`config.mk`:
```
export PLATFORM = sky130hd
export DESIGN_NAME = spp_top
export DESIGN_NICKNAME = d
export VERILOG_FILES = /design/src/common/spp_pkg.sv /design/src/logic/spp_pin_sync.sv /design/src/logic/spp_top.sv
export VERILOG_INCLUDE_DIRS = /design/src /design/src/common
export SDC_FILE = /design/constraint.sdc
export NUM_CORES = 1
export LEC_CHECK = 0
export ABC_AREA = 1
export BUFFER_PORTS_ARGS = -buffer_cell sky130_fd_sc_hd__buf_2
export CAP_MARGIN = 20
export CORE_UTILIZATION = 42
export CTS_BUF_LIST = sky130_fd_sc_hd__clkbuf_8
export DETAILED_ROUTE_END_ITERATION = 8
export GPL_ROUTABILITY_DRIVEN = 0
export SLEW_MARGIN = 10
export SYNTH_ARGS = -nofsm -noshare
export SYNTH_HDL_FRONTEND = slang
export SYNTH_SLANG_ARGS = --single-unit
```
`constraint.sdc`:
```
create_clock -name clock -period 4.3 [get_ports clock]
set_clock_uncertainty 0.2 [all_clocks]
set_input_delay 1.075 -clock clock [delete_from_list [all_inputs] [get_ports clock]]
set_output_delay 1.075 -clock clock [all_outputs]
set_load 0.01 [all_outputs]
```
`src/common/spp_defs.svh`:
```
// constants for the serially programmed pulse generator
`ifndef SPP_DEFS_SVH
`define SPP_DEFS_SVH

`define SPP_REG_W        8
`define SPP_SHIFT_W      24
`define SPP_BITCNT_W     5
`define SPP_BITCNT_MAX   5'h1F
`define SPP_BITS_ONE     5'h08
`define SPP_BITS_TWO     5'h10
`define SPP_BITS_THREE   5'h18
`define SPP_CD_BIT       0
`define SPP_PC_BIT       1
`define SPP_CTRL_RST     8'h00
`define SPP_FREQ_RST     8'h00
`define SPP_PW_RST       8'h00
`define SPP_PIN_W        5
`define SPP_PIN_SRC      0
`define SPP_PIN_CS       1
`define SPP_PIN_SCK      2
`define SPP_PIN_DATA     3
`define SPP_PIN_VT       4
`define SPP_PIN_RST      5'h02

`endif

```
`src/common/spp_pkg.sv`:
```
// types for the serially programmed pulse generator
package spp_pkg;

  typedef enum logic [1:0] {
    LOAD_NONE,
    LOAD_PW,
    LOAD_FREQ_PW,
    LOAD_ALL
  } spp_load_t;

  typedef enum logic {
    GEN_IDLE,
    GEN_RUN
  } spp_gen_t;

endpackage

```
`src/logic/spp_pin_sync.sv`:
```
// three-stage pin synchroniser with agreement filter
`timescale 1ns/1ps
module spp_pin_sync #(
  parameter int              WIDTH   = 1,
  parameter logic [WIDTH-1:0] RST_VAL = '0
) (
  // clock and reset
  input  wire logic             clock,
  input  wire logic             rst,
  // pins
  input  wire logic [WIDTH-1:0] pinIn,
  output logic      [WIDTH-1:0] pinOut
);

  logic [WIDTH-1:0] stage1_r;
  logic [WIDTH-1:0] stage2_r;
  logic [WIDTH-1:0] stage3_r;

  // ----------------------------------------
  // per-bit chain
  // ----------------------------------------
  genvar i;
  generate
    for (i = 0; i < WIDTH; i++) begin : g_bit
      always_ff @(posedge clock or posedge rst) begin
        if (rst) begin
          stage1_r[i] <= RST_VAL[i];
          stage2_r[i] <= RST_VAL[i];
          stage3_r[i] <= RST_VAL[i];
          pinOut[i]   <= RST_VAL[i];
        end else begin
          stage1_r[i] <= pinIn[i];
          stage2_r[i] <= stage1_r[i];
          stage3_r[i] <= stage2_r[i];
          if (stage2_r[i] == stage3_r[i]) begin
            pinOut[i] <= stage3_r[i];
          end
        end
      end
    end
  endgenerate

endmodule

```
`src/logic/spp_top.sv`:
```
// serially programmed pulse generator core
`timescale 1ns/1ps
`include "spp_defs.svh"
module spp_top (
  // clock and reset
  input  wire logic                   clock,
  input  wire logic                   rst,
  // device pins
  input  wire logic                   srcClk,
  input  wire logic                   chipSelN,
  input  wire logic                   serialClk,
  input  wire logic                   serialData,
  input  wire logic                   thresholdShutdownInput,
  output logic                        pwmOut,
  // status
  output logic [`SPP_REG_W-1:0]       ctrlReg,
  output logic [`SPP_REG_W-1:0]       freqReg,
  output logic [`SPP_REG_W-1:0]       pwReg,
  output logic                        shutdownActive,
  output logic                        configured,
  output logic                        running
);

  // ----------------------------------------
  // pin sampling
  // ----------------------------------------
  logic [`SPP_PIN_W-1:0] pinRaw;
  logic [`SPP_PIN_W-1:0] pinFilt;
  logic [`SPP_PIN_W-1:0] pinPrev_r;

  assign pinRaw[`SPP_PIN_SRC]  = srcClk;
  assign pinRaw[`SPP_PIN_CS]   = chipSelN;
  assign pinRaw[`SPP_PIN_SCK]  = serialClk;
  assign pinRaw[`SPP_PIN_DATA] = serialData;
  assign pinRaw[`SPP_PIN_VT]   = thresholdShutdownInput;

  spp_pin_sync #(
    .WIDTH   (`SPP_PIN_W),
    .RST_VAL (`SPP_PIN_RST)
  ) u_spp_pin_sync (
    .clock  (clock),
    .rst    (rst),
    .pinIn  (pinRaw),
    .pinOut (pinFilt)
  );

  always_ff @(posedge clock or posedge rst) begin
    if (rst) begin
      pinPrev_r <= `SPP_PIN_RST;
    end else begin
      pinPrev_r <= pinFilt;
    end
  end

  logic srcFall;
  logic csFall;
  logic csRise;
  logic sckRise;
  logic selected;
  logic vtHigh;

  assign srcFall  = pinPrev_r[`SPP_PIN_SRC] & ~pinFilt[`SPP_PIN_SRC];
  assign csFall   = pinPrev_r[`SPP_PIN_CS] & ~pinFilt[`SPP_PIN_CS];
  assign csRise   = ~pinPrev_r[`SPP_PIN_CS] & pinFilt[`SPP_PIN_CS];
  assign sckRise  = ~pinPrev_r[`SPP_PIN_SCK] & pinFilt[`SPP_PIN_SCK];
  assign selected = ~pinFilt[`SPP_PIN_CS];
  assign vtHigh   = pinFilt[`SPP_PIN_VT];

  // ----------------------------------------
  // serial shift register and bit count
  // ----------------------------------------
  logic [`SPP_SHIFT_W-1:0]  shift_r;
  logic [`SPP_BITCNT_W-1:0] bitCnt_r;

  always_ff @(posedge clock or posedge rst) begin
    if (rst) begin
      shift_r  <= '0;
      bitCnt_r <= '0;
    end else if (csFall || csRise) begin
      bitCnt_r <= '0;
    end else if (selected && sckRise) begin
      shift_r <= {shift_r[`SPP_SHIFT_W-2:0], pinFilt[`SPP_PIN_DATA]};
      if (bitCnt_r != `SPP_BITCNT_MAX) begin
        bitCnt_r <= bitCnt_r + 5'h01;
      end
    end
  end

  // ----------------------------------------
  // latch decode
  // ----------------------------------------
  spp_pkg::spp_load_t loadKind;
  logic [`SPP_REG_W-1:0] newCtrl;
  logic [`SPP_REG_W-1:0] newFreq;
  logic [`SPP_REG_W-1:0] newPw;
  logic                  latchEv;
  logic                  configured_nxt;

  always_comb begin
    loadKind = spp_pkg::LOAD_NONE;
    if (csRise) begin
      if (bitCnt_r == `SPP_BITS_THREE) begin
        loadKind = spp_pkg::LOAD_ALL;
      end else if (bitCnt_r == `SPP_BITS_TWO) begin
        loadKind = spp_pkg::LOAD_FREQ_PW;
      end else if (bitCnt_r == `SPP_BITS_ONE) begin
        loadKind = spp_pkg::LOAD_PW;
      end
    end
  end

  always_comb begin
    newCtrl = ctrlReg;
    newFreq = freqReg;
    newPw   = pwReg;
    unique case (loadKind)
      spp_pkg::LOAD_NONE: begin
      end
      spp_pkg::LOAD_PW: begin
        newPw = shift_r[7:0];
      end
      spp_pkg::LOAD_FREQ_PW: begin
        newFreq = shift_r[15:8];
        newPw   = shift_r[7:0];
      end
      spp_pkg::LOAD_ALL: begin
        newCtrl = shift_r[23:16];
        newFreq = shift_r[15:8];
        newPw   = shift_r[7:0];
      end
    endcase
  end

  assign latchEv        = (loadKind != spp_pkg::LOAD_NONE);
  assign configured_nxt = configured | (loadKind == spp_pkg::LOAD_ALL);

  // ----------------------------------------
  // data registers
  // ----------------------------------------
  always_ff @(posedge clock or posedge rst) begin
    if (rst) begin
      ctrlReg    <= `SPP_CTRL_RST;
      freqReg    <= `SPP_FREQ_RST;
      pwReg      <= `SPP_PW_RST;
      configured <= 1'b0;
    end else if (latchEv) begin
      ctrlReg    <= newCtrl;
      freqReg    <= newFreq;
      pwReg      <= newPw;
      configured <= configured_nxt;
    end
  end

  // ----------------------------------------
  // threshold shutdown
  // ----------------------------------------
  logic selAfterLow_r;
  logic shutRelease;

  assign shutRelease = latchEv & selAfterLow_r & ~vtHigh;

  always_ff @(posedge clock or posedge rst) begin
    if (rst) begin
      selAfterLow_r <= 1'b0;
    end else if (vtHigh) begin
      selAfterLow_r <= 1'b0;
    end else if (csFall) begin
      selAfterLow_r <= 1'b1;
    end
  end

  always_ff @(posedge clock or posedge rst) begin
    if (rst) begin
      shutdownActive <= 1'b0;
    end else if (vtHigh && !newCtrl[`SPP_PC_BIT]) begin
      shutdownActive <= 1'b1;
    end else if (shutRelease) begin
      shutdownActive <= 1'b0;
    end
  end

  // ----------------------------------------
  // generator state
  // ----------------------------------------
  spp_pkg::spp_gen_t genState_r;
  logic startOk;
  logic stopNow;

  assign startOk = latchEv & configured_nxt & ~newCtrl[`SPP_PC_BIT]
                 & ~vtHigh & (~shutdownActive | shutRelease);
  assign stopNow = (vtHigh & ~ctrlReg[`SPP_PC_BIT])
                 | (latchEv & newCtrl[`SPP_PC_BIT]);

  always_ff @(posedge clock or posedge rst) begin
    if (rst) begin
      genState_r <= spp_pkg::GEN_IDLE;
    end else begin
      unique case (genState_r)
        spp_pkg::GEN_IDLE: begin
          if (startOk) begin
            genState_r <= spp_pkg::GEN_RUN;
          end
        end
        spp_pkg::GEN_RUN: begin
          if (stopNow) begin
            genState_r <= spp_pkg::GEN_IDLE;
          end
        end
      endcase
    end
  end

  logic restart;
  assign restart = (genState_r == spp_pkg::GEN_IDLE) & startOk;

  // ----------------------------------------
  // pulse generator core
  // ----------------------------------------
  logic                  actCd_r;
  logic [`SPP_REG_W-1:0] actFreq_r;
  logic [`SPP_REG_W-1:0] actPw_r;
  logic [`SPP_REG_W-1:0] cnt_r;
  logic                  divPhase_r;
  logic                  pending_r;
  logic                  tick;
  logic                  periodEnd;
  logic                  isRun;

  assign isRun     = (genState_r == spp_pkg::GEN_RUN);
  assign tick      = isRun & srcFall & (~actCd_r | divPhase_r);
  assign periodEnd = tick & (cnt_r == actFreq_r);

  always_ff @(posedge clock or posedge rst) begin
    if (rst) begin
      divPhase_r <= 1'b0;
    end else if (restart) begin
      divPhase_r <= 1'b0;
    end else if (isRun && srcFall) begin
      divPhase_r <= ~divPhase_r;
    end
  end

  always_ff @(posedge clock or posedge rst) begin
    if (rst) begin
      cnt_r <= '0;
    end else if (restart || periodEnd) begin
      cnt_r <= '0;
    end else if (tick) begin
      cnt_r <= cnt_r + 8'h01;
    end
  end

  always_ff @(posedge clock or posedge rst) begin
    if (rst) begin
      pending_r <= 1'b0;
    end else if (latchEv) begin
      pending_r <= 1'b1;
    end else if (periodEnd || restart) begin
      pending_r <= 1'b0;
    end
  end

  always_ff @(posedge clock or posedge rst) begin
    if (rst) begin
      actCd_r   <= 1'b0;
      actFreq_r <= `SPP_FREQ_RST;
      actPw_r   <= `SPP_PW_RST;
    end else if (restart) begin
      actCd_r   <= newCtrl[`SPP_CD_BIT];
      actFreq_r <= newFreq;
      actPw_r   <= newPw;
    end else if (periodEnd && pending_r) begin
      actCd_r   <= ctrlReg[`SPP_CD_BIT];
      actFreq_r <= freqReg;
      actPw_r   <= pwReg;
    end
  end

  // ----------------------------------------
  // output
  // ----------------------------------------
  logic                  pwmOut_nxt;
  logic [`SPP_REG_W-1:0] cntNow;
  logic [`SPP_REG_W-1:0] pwNow;

  always_comb begin
    cntNow = cnt_r;
    pwNow  = actPw_r;
    if (restart) begin
      cntNow = '0;
      pwNow  = newPw;
    end else if (periodEnd) begin
      cntNow = '0;
      if (pending_r) begin
        pwNow = pwReg;
      end
    end else if (tick) begin
      cntNow = cnt_r + 8'h01;
    end
    pwmOut_nxt = (isRun | restart) & ~stopNow & ~vtHigh
               & (cntNow <= pwNow);
  end

  always_ff @(posedge clock or posedge rst) begin
    if (rst) begin
      pwmOut  <= 1'b0;
      running <= 1'b0;
    end else begin
      pwmOut  <= pwmOut_nxt;
      running <= (isRun & ~stopNow) | restart;
    end
  end

endmodule

```
== Yosys cells after proc, flatten, opt, wreduce, memory -nomap -nowiden ==
Index checks and enable logic that the tools add are counted.
Storage, ports and cells
  bits in registers: 109
  word-level logic and storage cells: 148
Operators by class
  $add $sub $neg: 2
  magnitude comparators: 1
  equality and inequality tests: 13
  muxes and demuxes: 34
  bitwise operators: 39
  reduce and logical (&&, ||, !) cells: 20
Operators with widths (number)
  2-to-1 mux 8 bit: 13
  AND 1 bit: 20
  nonzero test 2 bit: 8
  2-to-1 mux 5 bit: 3
  2-to-1 mux 1 bit: 13
  inverter 1 bit: 13
  == test 5 bit, second input constant: 2
  adder 8 x 1 -> 8 bit, second input constant: 1
  == test 8 bit: 1
  <= comparator 8 bit: 1
  2-to-1 mux 2 bit: 4
  OR 1 bit: 6
  AND reduction 2 bit: 3
  adder 5 x 1 -> 5 bit, second input constant: 1
  == test 1 bit: 5
  == test 5 x 4 -> 1 bit, second input constant: 1
  != test 5 bit, second input constant: 1
  == test 2 bit, second input constant: 2
  logical AND 1 bit: 4
  OR reduction 3 bit: 1
  == test 2 x 1 -> 1 bit, second input constant: 1
  logical OR 1 bit: 2
  one-hot mux 1 bit (2 select lines): 1
  OR reduction 2 bit: 1
  zero test 1 bit: 1

== Logic depth before layout (Yosys ltp) ==
Gate-level depths: netlist (run 1).
  depth after elaboration: 16
  depth in mapped cells: 22
  gate-level depth less buffers: 22

== By module ==
A second synthesis (run 1) with hierarchy kept.
Second synthesis, totals
  cell total of the unflattened synthesis: 610
  area total of the unflattened synthesis: 5058.6 µm²
Modules (own cells, without submodules)
  spp_top: instances 1, cells an instance 569, area an instance 4468.0 µm², sequential area each 2203.4 µm²
  spp_pin_sync: instances 1, cells an instance 41, area an instance 590.6 µm², sequential area each 505.5 µm²

== Least setup slack after synthesis (run 1) ==
No wires, ideal clock.
  kind: reg-to-reg
  from: reg u_spp_pin_sync.pinOut[1]
  to: reg pwmOut
  library setup time: 71 ps
  arrival time: 2514 ps
  data required time: 4029 ps
  setup slack: 1514 ps
  cell stages (with the launch flop): 19
  path buffers: 1
  clock period less this slack: 2786 ps
  path through: dfstp_2 -> ha_1 -> nand2_2 -> nand3b_4 -> nand2_1 -> nand3_2 -> nor2_4 -> nand2_4 -> nand2_4 -> buf_4 -> nor2_1 -> ha_1 -> a21oi_1 -> o21ai_0 -> nand2_1 -> nand3_1 -> o21ai_0 -> nand2_1 -> nor2_1
On the way
  word-level cells in the longest chain between the ends: 13
  elaborated cells between the ends (all ways): 29
  those cells by class: order compare (1); eq/ne (3); mux (5); bitwise (18); reduce/logical (2)
Ends and longest elaborated chain
  start: declaration: line spp_pin_sync.sv:12  | output logic [WIDTH-1:0] pinOut
  start signal: indexed assignment: line spp_pin_sync.sv:30  | pinOut[i] <= RST_VAL[i];
  start signal: indexed assignment: line spp_pin_sync.sv:36  | pinOut[i] <= stage3_r[i];
  AND 1 bit (*): line spp_top.sv:64  | assign csRise = ~pinPrev_r[`SPP_PIN_CS] & pinFilt[`SPP_PIN_CS];
  2-to-1 mux 2 bit (*): line spp_top.sv:101  | if (csRise) begin
  branches (longest 10 deep; another with <= comparator 8 bit)
  AND 1 bit (*): line spp_top.sv:301  | & (cntNow <= pwNow);
  named net pwmOut_nxt: line spp_top.sv:282  | logic pwmOut_nxt;
  end signal: assignment: line spp_top.sv:309  | pwmOut <= pwmOut_nxt;
  end: declaration: line spp_top.sv:14  | output logic pwmOut,
Mark *: on every way through the listed nets, which the timed path passes.
A chain may end at the register's enable or synchronous reset.

== Worst setup path in the final report (run 1) ==
Ends and elaborated chain as after synthesis.

==> results.md, run 1 <==
* CTS tree: yes
* Post-synthesis mux area share at 0.650%
* Post-CTS setup buffer count at 0
* Overall power at 2.52 mW
* Total grt overflow at 0
* Boundary pin count at 35
* TritonCTS Buffers at 9
* CTS Hold Bufs at 0
* Syn-to-layout area delta at 8.94%
* Residual DRC at 0
* Fin. Hold Viols at 0
* CTS Root Buffer Type: clkbuf_8
* HP Class: reg -> reg
* Max Freq at 0.288 GHz
* Synth Area in Compound Gates at 7.49%
* Max Cap Viol at 0
* Sequential fraction of the synthesis area at 52.1%
* CTS H-tree depth at 3
* CP Launch Type: register
* Largest net degree at the start of global routing at 54
* Nets@finish at 662
* Post-synth top flop: dfrtp_1
* Final non-filler cell total at 793
* Post-Route WL at 10,700 um
* Ys Warns at 0
* Die Y at 113 um
* DP HPWL at 7940 um
* First-pass GRT wire length at 18,200 um
* Period Utilization, post-route at 80.8%
* Top post-synthesis cells by area: dfrtp_1 (50%), nand2_1 (12%), inv_1 (6.1%)
* DR vias at 3,895
* Cell count after synthesis at 615
* Pre-CTS setup slack at 0.817 ns
* Count leader, synth: nand2_1
* Pre-antenna DRT Iters at 4
* Worst-Skew Late Latency at 0.38 ns
* Simple-gate share of the synthesized area at 25.6%
* WL/cell at 13.5 um
* Tmin final at 3.47 ns
* Initial core utilization at 43.2%
* Finished Core Util at 47.1%
* Vias in the first global route at 3,743
* Adder-Cell Fraction of Synth Area at 4.34%
* Layout cell share with drive strength beyond 1 at 14.2%
* Synthesized flop and latch total at 108
* Post-synth top cells: nand2_1 (165), dfrtp_1 (103), inv_1 (85)
* Distinct cells, synth at 30
* Leak at 2.99 nW
* Async SR Flop Fraction at 100%
* Clock sink total at 108
* Worst slew pin tran at 0.652 ns
* Crit path max fanout at 33
* Antenna diodes at 0
* Final WS setup at 0.826 ns
* Kind of critical path: reg -> reg
* Die W at 113 um
* Status: finished clean
* Vias/cell at 4.91
* Post-CTS sizing at 0
* RSZ-0062 raised after global routing: no
* Die ar. at 12,800 um2
* Post-Syn Nets at 636
* Synth Area in XOR/XNOR at 1.35%
* GRT Resource Usage Total at 18.2%
* Initial DRC Count at 195
* Core Rows at 40
* Post-synth EDFFs at 0
* IO buf count at 34
* Final setup fails at 0
* Core area at 12,000 um2
* PD cells at 444 nW/um2
* TNS Setup at 0 ns
* Final Max Tran Viols at 0
* Placed insts at 777
* Synth top area share at 49.6%
* VDD IR max at 0.247 mV
* Max_slew headroom at 56.5%
* Clk slew on worst S/H paths at 0.10 ns
* Crit end category: register
* Cell taking the most area after synthesis: dfrtp_1
* Initial antenna violation count at 0
* Clk buf depth at 2
* Critical Path RT at 4.41 ns
* Crit path DAT at 3.58 ns
* Syn avg cell area at 8.45 um2
* DRT antenna net count at 0
* Mapped Area at 5190 um2
* Largest family of logic cells by synthesized area: simple AND/OR/NAND/NOR gates
path summary, 6_finish.rpt:
path / slack [ns] / cells after the start / from / end
setup / recovery: 0.83 / 17 / u_spp_pin_sync.pinOut[1] / pwmOut
hold / removal: 0.16 / 0 / u_spp_pin_sync.stage1_r[4] / u_spp_pin_sync.stage2_r[4]
setup reg to reg: 0.83 / 17 / u_spp_pin_sync.pinOut[1] / pwmOut
hold reg to reg: 0.16 / 0 / u_spp_pin_sync.stage1_r[4] / u_spp_pin_sync.stage2_r[4]
max in group asynchronous: 2.45 / 3 / rst / shift_r[21]
min in group asynchronous: 0.60 / 2 / rst / u_spp_pin_sync.stage2_r[0]
placed cells by master (no fill, tap or decap), types with 2 or more instances in the layout:
master and n:
dfrtp_1 103, clkbuf_8 11, buf_2 34, nor3_1 3
nand4_1 16, inv_8 2, ha_1 14, nand3b_1 2
a21oi_1 18, xor2_1 7, nand3_2 3, nand2_2 8
mux2_2 3, or2_2 8, maj3_1 5, buf_4 4
nor2_4 4, nand2_4 2, inv_1 84, nand2_1 165
nor2_1 45, nand3_1 35, o21ai_0 55, dfstp_2 5
metal layers:
metal	global-route usage (%)	wire length (um)	part of all wire, %
met3	2.79	265	2.5
met5	0	0	0
met1	25.4	5230	49
met2	29.0	5020	47
met4	6.05	158	1.5
sequential cells by signal, summed over array words and instances (netlist names), 3 cells and up:
name,flops
actFreq_r,8
actPw_r,8
bitCnt_r,5
cnt_r,8
ctrlReg,8
freqReg,8
pinPrev_r,3
pwReg,8
shift_r,24
u_spp_pin_sync.pinOut,5
u_spp_pin_sync.stage1_r,5
u_spp_pin_sync.stage2_r,5
u_spp_pin_sync.stage3_r,5
logic make-up (layout without fill, tap and decap cells):
| group | after synthesis | after routing |
|---|---|---|
| simple gates | 293 | 293 |
| buf+inv | 109 | 140 |
| flops | 108 | 108 |
| compound gates | 75 | 75 |
| fa+ha+maj | 19 | 19 |
| xor+xnor | 8 | 8 |
| mux | 3 | 3 |
critical path: stages (launching register included):
cell and delay [ns]:
dfstp_2 0.57, ha_1 0.20, nand2_2 0.11, nand3b_4 0.26, nand2_1 0.14, nand3_2 0.13
nor2_4 0.28, nand2_4 0.28, nand2_4 0.24, nor2_1 0.08, ha_1 0.31, a21oi_1 0.14
o21ai_0 0.11, nand2_1 0.07, nand3_1 0.05, o21ai_0 0.08, nand2_1 0.07, nor2_1 0.08
metrics by stage:
stage	area (um2)	hold slack, ns
2_1_floorplan	5190	0.131
6_report	5660	0.156
4_1_cts	5660	0.160
5_1_grt	5660	0.167
3_3_place_gp	5460	0.134
3_5_place_dp	5460	0.137
cell type report:
cell class | count | area [um2]
clock buffers | 11 | 151
inverters | 86 | 325
repair buffers | 38 | 200
fillers | 1160 | 6350
well taps | 147 | 184
clock inverters | 5 | 43.8
flip-flops and latches | 108 | 2710
multi-input cells | 398 | 2050
power breakdown:
part           internal (mW)  leakage, nW  switching [mW]
Clock                  0.251       0.0994           0.354
Sequential              1.22         1.37           0.144
Combinational          0.204         1.53           0.345
Power figures use the tool's default switching activity.
==> inputs of run 2 (changes only) <==
Clock period 4.3 ns to 3.18 ns, I/O delays scaled along.
==> results.md, run 2 (synthesis results as in run 1) <==
* Initial DRC Count at 286 (+47%)
* Die ar. at 12,800 um2 (unchanged)
* CP cell instances: ha_4 > nand2_4 > a21oi_4 > nand2_2 > nand2_2 > nand2_4 > nor3_4 > buf_4 > nand2_1 > nand2_1 > inv_2 > ha_4 > nand2_1 > nor2_2 > nand3_1 > o21ai_1 > nand2_1 > nor2_2
* Crit end category: register
* Tmin final at 2.97 ns (-0.500 ns)
* DRT antenna net count at 0 (unchanged)
* Largest net degree at the start of global routing at 91 (+69%)
* Clk buf depth at 2 (unchanged)
* VDD IR max at 0.477 mV (+93%)
* Final Max Tran Viols at 0 (unchanged)
* Initial antenna violation count at 0 (unchanged)
* PD cells at 586 nW/um2 (+32%)
* Worst-Skew Late Latency at 0.37 ns (about the same)
* Switching part of the total at 33.0% (-0.56 points)
* CTS Root Buffer Type: clkbuf_8
* Worst slew pin tran at 0.470 ns (-0.182 ns)
* Vias in the first global route at 3,788 (+1.2%)
* Leak at 3.11 nW (+3.9%)
* Initial core utilization at 43.2% (unchanged)
* GRT Resource Usage Total at 18.0% (-0.20 points)
* Commonest cells after routing, fill and taps aside: nand2_1 (164), dfrtp_1 (103), inv_1 (83)
* DR vias at 3,961 (+1.7%)
* Critical path's slowest cell: dfstp_2
* TritonCTS Buffers at 9 (unchanged)
* M1 GR Usage at 24.4% (-1.0 points)
* Max FFs per register at 24 (unchanged)
* Met2 Usage GRT at 28.6% (-0.37 points)
* Crit path DAT at 3.09 ns (-0.49 ns)
* DP HPWL at 7990 um (+0.60%)
* Core area at 12,000 um2 (unchanged)
* Int Pwr at 2.32 mW (+39%)
* Post-Route WL at 11,000 um (+2.9%)
* Layout cell share with drive strength beyond 1 at 17.7% (+3.5 points)
* Clk slew on worst S/H paths at 0.10 ns (about the same)
* CTS tree: yes
* Critical Path RT at 3.30 ns (-1.11 ns)
* Vias/cell at 4.88 (-0.69%)
* Global Route met3 Usage at 3.21% (+0.43 points)
* Commonest non-fill, non-tap cell in the layout: nand2_1
* Pre-antenna DRT Iters at 5 (+1)
* Buffers & Inverters on Critical Path at 2 (+2)
* Clock sink total at 108 (unchanged)
* Switching power at 1.14 mW (+36%)
* Residual DRC at 0 (unchanged)
* Boundary pin count at 35 (unchanged)
* Final setup fails at 0 (unchanged)
* Die W at 113 um (unchanged)
* Largest register by flop count: shift_r
* Core Rows at 40 (unchanged)
* Overall power at 3.47 mW (+38%)
* Antenna diodes at 0 (unchanged)
* Syn-to-layout area delta at 13.8%
* Most used cell, CP: nand2_1
* Total grt overflow at 0 (unchanged)
* Combinational Power Share at 21.4% (-0.5 points)
* First-pass GRT wire length at 18,000 um (-0.95%)
* Nets@finish at 681 (+2.9%)
* Finished Core Util at 49.2% (+2.1 points)
* HP Class: reg -> reg
* Kind of critical path: reg -> reg
* Max Cap Viol at 0 (unchanged)
* Post-Layout Inst Area at 5910 um2 (+4.5%)
* CTS H-tree depth at 3 (unchanged)
* Reg-to-reg slack, setup at 0.21 ns (-0.62 ns)
* Die Y at 113 um (unchanged)
* Crit path max fanout at 5 (-85%)
* Worst path top cell family by delay: simple AND/OR/NAND/NOR gates
* Slowest Stage Delay on Critical Path at 0.57 ns (about the same)
* TNS Setup at 0 ns (unchanged)
* IO buf count at 34 (unchanged)
* CTS Hold Bufs at 0 (unchanged)
* GR peak layer: met2
* WL/cell at 13.5 um (+0.47%)
* Placed inst area at 5550 um2 (+1.6%)
* Final WS setup at 0.206 ns (-0.620 ns)
* Fin. Hold Viols at 0 (unchanged)
* Max_slew headroom at 68.6% (+12 points)
* Hold WS at 0.157 ns (+0.0000720 ns)
* CP Launch Type: register
* Sequential Power Share at 53.5% (-0.6 points)
* Placed insts at 787 (+1.3%)
* Max Freq at 0.336 GHz (+17%)
* Pre-CTS setup slack at 0.0517 ns (-0.766 ns)
* Final non-filler cell total at 812 (+2.4%)
* Clk network pwr share at 25.1% (+1.1 points)
* Period Utilization, post-route at 93.5% (+13 points)
* Status: finished clean
## run 2: changes by cell type in the layout (fill, tap and decap cells not counted), moves of 2 or more
cell / before / now
buf_4: 4 / 20
nor2_2: 0 / 2
buf_12: 0 / 2
nand2_8: 0 / 2
ha_1: 14 / 11
ha_4: 0 / 2
clkinvlp_4: 1 / 3
nor2_1: 45 / 43
## run 2: repair_timing
item,CTS,global route
setup buffers,0,9
resized for setup,0,15
setup endpoints to repair,0,1
## run 2: area by class of cell
cell class / count / area [um2]
tap: 147 / 184
fill: 1138 / 6100
clock buffer: 10 / 138
inverter: 86 / 327
timing repair buffer: 57 / 372
multi-input combinational: 398 / 2120
sequential: 108 / 2710
clock inverter: 6 / 70.1
## run 2: path summary, 6_finish.rpt
kind,startpoint,endpoint,cells after the start
worst max register to register,u_spp_pin_sync.pinOut[1],pwmOut,18
worst max-delay path,u_spp_pin_sync.pinOut[1],pwmOut,18
worst min register to register,u_spp_pin_sync.stage1_r[4],u_spp_pin_sync.stage2_r[4],0
worst min-delay path,u_spp_pin_sync.stage1_r[4],u_spp_pin_sync.stage2_r[4],0
max in group asynchronous,rst,u_spp_pin_sync.pinOut[1],3
min in group asynchronous,rst,cnt_r[5],2
## run 2: routing by layer
layer / up-vias / share of wire, % / wire length (um)
li1: 2021 / - / -
met1: 1836 / 48 / 5270
met2: 82 / 47 / 5120
met3: 22 / 3.4 / 373
met4: 0 / 2.0 / 223
met5: - / 0 / 0
## run 2: power by group through the flow
stage               clock network, mW  registers [mW]  logic (mW)
finish                          0.871            1.86       0.741
global route                    0.943            1.89       0.842
CTS                             0.893            1.86       0.733
detailed placement                  0            1.89       0.730
global placement                    0            1.88       0.722
floorplan                           0            1.85       0.467
==> inputs of run 3 (changes only) <==
Settings changed: SYNTH_HIERARCHICAL from default to 1.
==> results.md, run 3 <==
* Status: finished clean
* CTS H-tree depth at 3 (unchanged)
* Critical path's slowest cell: dfstp_2
* Ys Warns at 6 (+6)
* Max Cap Viol at 0 (unchanged)
* Adder-Cell Fraction of Synth Area at 3.46% (-0.87 points)
* Largest family of logic cells by synthesized area: simple AND/OR/NAND/NOR gates
* Largest net degree at the start of global routing at 54 (-41%)
* Mapped Area at 5060 um2 (-2.6%)
* DP HPWL at 7570 um (-5.2%)
* Antenna diodes at 0 (unchanged)
* Fin. Hold Viols at 0 (unchanged)
* Reg-to-reg slack, setup at 0.27 ns (+0.07 ns)
* Worst path top cell family by delay: simple AND/OR/NAND/NOR gates
* Synth top area share at 51.0% (+1.3 points)
* Async SR Flop Fraction at 100% (unchanged)
* Overall power at 2.95 mW (-15%)
* Layout cell share with drive strength beyond 1 at 15.4% (-2.3 points)
* Buffers & Inverters on Critical Path at 2 (unchanged)
* Initial antenna violation count at 0 (unchanged)
* Placed inst area at 5460 um2 (-1.8%)
* CTS tree: yes
* Max FFs per register at 24 (unchanged)
* TritonCTS Buffers at 9 (unchanged)
* TNS Setup at 0 ns (unchanged)
* CTS Root Buffer Type: clkbuf_8
* Kind of critical path: reg -> reg
* Syn-to-layout area delta at 13.1%
* Post-Layout Inst Area at 5720 um2 (-3.2%)
* Synthesized flop and latch total at 108 (unchanged)
* Critical Path RT at 3.25 ns (-0.05 ns)
* Hold Crit Depth at 0 (unchanged)
* Reg-to-Reg Start: u_spp_pin_sync/pinOut[1]
* WL/cell at 12.7 um (-6.1%)
* Tmin final at 2.91 ns (-0.0681 ns)
* CP Launch Type: register
* Worst reg2reg path depth at 18 (unchanged)
* Post-Route WL at 10,200 um (-7.6%)
* Post-synthesis mux area share at 0.223% (-0.43 points)
* Synth Area in XOR/XNOR at 1.39% (+0.036 points)
* Worst Hold Path EP: u_spp_pin_sync/stage2_r[0]
* Commonest non-fill, non-tap cell in the layout: nand2_1
* Die W at 112 um (-1.3%)
* IO buf count at 34 (unchanged)
* VDD IR max at 0.420 mV (-12%)
* Crit path max fanout at 4 (-1)
* Worst R2R End: pwmOut
* PD cells at 516 nW/um2 (-12%)
* Worst-Skew Late Latency at 0.38 ns (about the same)
* Post-Syn Nets at 631 (-0.79%)
* Cell count after synthesis at 610 (-0.81%)
* Count leader, synth: nand2_1
* GRT Resource Usage Total at 17.9% (-0.11 points)
* Clk buf depth at 2 (unchanged)
* Top post-synthesis cells by area: dfrtp_1 (51%), nand2_1 (13%), inv_1 (6.1%)
* Final Max Tran Viols at 0 (unchanged)
* DR vias at 3,886 (-1.9%)
* Clk slew on worst S/H paths at 0.10 ns (about the same)
* Sequential fraction of the synthesis area at 53.5% (+1.4 points)
* Crit end category: register
* Die Y at 112 um (-1.3%)
* Slowest Stage Delay on Critical Path at 0.56 ns (about the same)
* Cell taking the most area after synthesis: dfrtp_1
* DRT antenna net count at 0 (unchanged)
* Core Rows at 39 (-2.5%)
* Initial DRC Count at 168 (-41%)
* Vias/cell at 4.86 (-0.30%)
* Final setup fails at 0 (unchanged)
* HP Class: reg -> reg
* Total grt overflow at 0 (unchanged)
* Post-synth top cells: nand2_1 (172), dfrtp_1 (103), inv_1 (82)
* Syn avg cell area at 8.29 um2 (-1.8%)
* Worst slew pin tran at 0.683 ns (+0.213 ns)
* Max Freq at 0.344 GHz (+2.3%)
* Core area at 11,600 um2 (-3.7%)
* Nets@finish at 672 (-1.3%)
* Commonest cells after routing, fill and taps aside: nand2_1 (171), dfrtp_1 (103), inv_1 (81)
* Leak at 2.94 nW (-5.5%)
* Clock sink total at 108 (unchanged)
* Post-synth top flop: dfrtp_1
* Simple-gate share of the synthesized area at 25.1% (-0.47 points)
* Largest register by flop count: shift_r
* Max_slew headroom at 54.4% (-14 points)
* Post-synth EDFFs at 0 (unchanged)
* Synth Area in Compound Gates at 8.04% (+0.55 points)
* CTS Hold Bufs at 0 (unchanged)
* Crit path DAT at 2.97 ns (-0.12 ns)
* Boundary pin count at 35 (unchanged)
* CP cell instances: ha_2 > nand2_2 > inv_1 > nand3_2 > nand2_2 > nand3_1 > nor3_4 > nand2_1 > nand2_1 > inv_1 > ha_1 > nand2_1 > nor2_1 > nand2_1 > o211ai_1 > nand2_1 > nand2_1 > nor2_1
* Most used cell, CP: nand2_1
* Hold Crit Start: u_spp_pin_sync/stage1_r[0]
* Residual DRC at 0 (unchanged)
* First-pass GRT wire length at 17,500 um (-2.5%)
* Pre-antenna DRT Iters at 4 (-1)
* Initial core utilization at 43.7% (+0.49 points)
* Vias in the first global route at 3,751 (-0.98%)
* Die ar. at 12,500 um2 (-2.6%)
* Period Utilization, post-route at 91.4% (-2.1 points)
* Distinct cells, synth at 29 (-3.3%)
## run 3: kinds of logic after synthesis
group                    count (synthesis)
AND/OR/NAND/NOR                        295
XOR/XNOR                                 8
adder cells (fa/ha/maj)                 14
flip-flops                             108
multiplexers                             1
buffers and inverters                  106
AO/OA/AOI/OAI                           78
## run 3: per-stage QoR
step                util (%)  hold slack [ns]  worst slack, ns  cells
finish                  49.5            0.152            0.274    799
global route            49.5            0.163          -0.0146    799
CTS                     49.3            0.159            0.129    797
detailed placement      47.2            0.136            0.162    781
global placement        47.2            0.132            0.237    781
floorplan                  -            0.131            0.314    610
## run 3: worst max-delay path by stage
stage                             start     end  slack, ns  cells after the start
4_1_cts        u_spp_pin_sync/pinOut[1]  pwmOut       0.13                     19
5_1_grt        u_spp_pin_sync/pinOut[1]  pwmOut      -0.01                     18
3_5_place_dp   u_spp_pin_sync/pinOut[1]  pwmOut       0.16                     19
6_report       u_spp_pin_sync/pinOut[1]  pwmOut       0.27                     18
3_3_place_gp   u_spp_pin_sync/pinOut[1]  pwmOut       0.24                     19
2_1_floorplan  u_spp_pin_sync/pinOut[1]  pwmOut       0.31                     21
## run 3: area by class of cell
cell class / count / area (um2)
Multi-Input combinational cell: 396 / 1940
Clock inverter: 5 / 91.3
Fill cell: 1098 / 5840
Timing Repair Buffer: 49 / 320
Sequential cell: 108 / 2710
Inverter: 87 / 330
Clock buffer: 11 / 151
Tap cell: 143 / 179
## run 3: timing repair
action / in CTS / in global routing
gates resized for setup: 0 / 4
buffers inserted: 0 / 2
endpoints found under the setup margin: 0 / 1
## run 3: layer usage
metal	track usage (%)	up-vias	share of wire [%]
met1	22.3	1839	46
met4	5.86	0	1.5
li1	-	1987	-
met2	30.6	47	50
met5	0	-	0
met3	4.08	13	3.2
## run 3: where the power goes
| part | internal [mW] | switching [mW] |
|---|---|---|
| Combinational | 0.129 | 0.244 |
| Clock | 0.499 | 0.476 |
| Sequential | 1.49 | 0.109 |
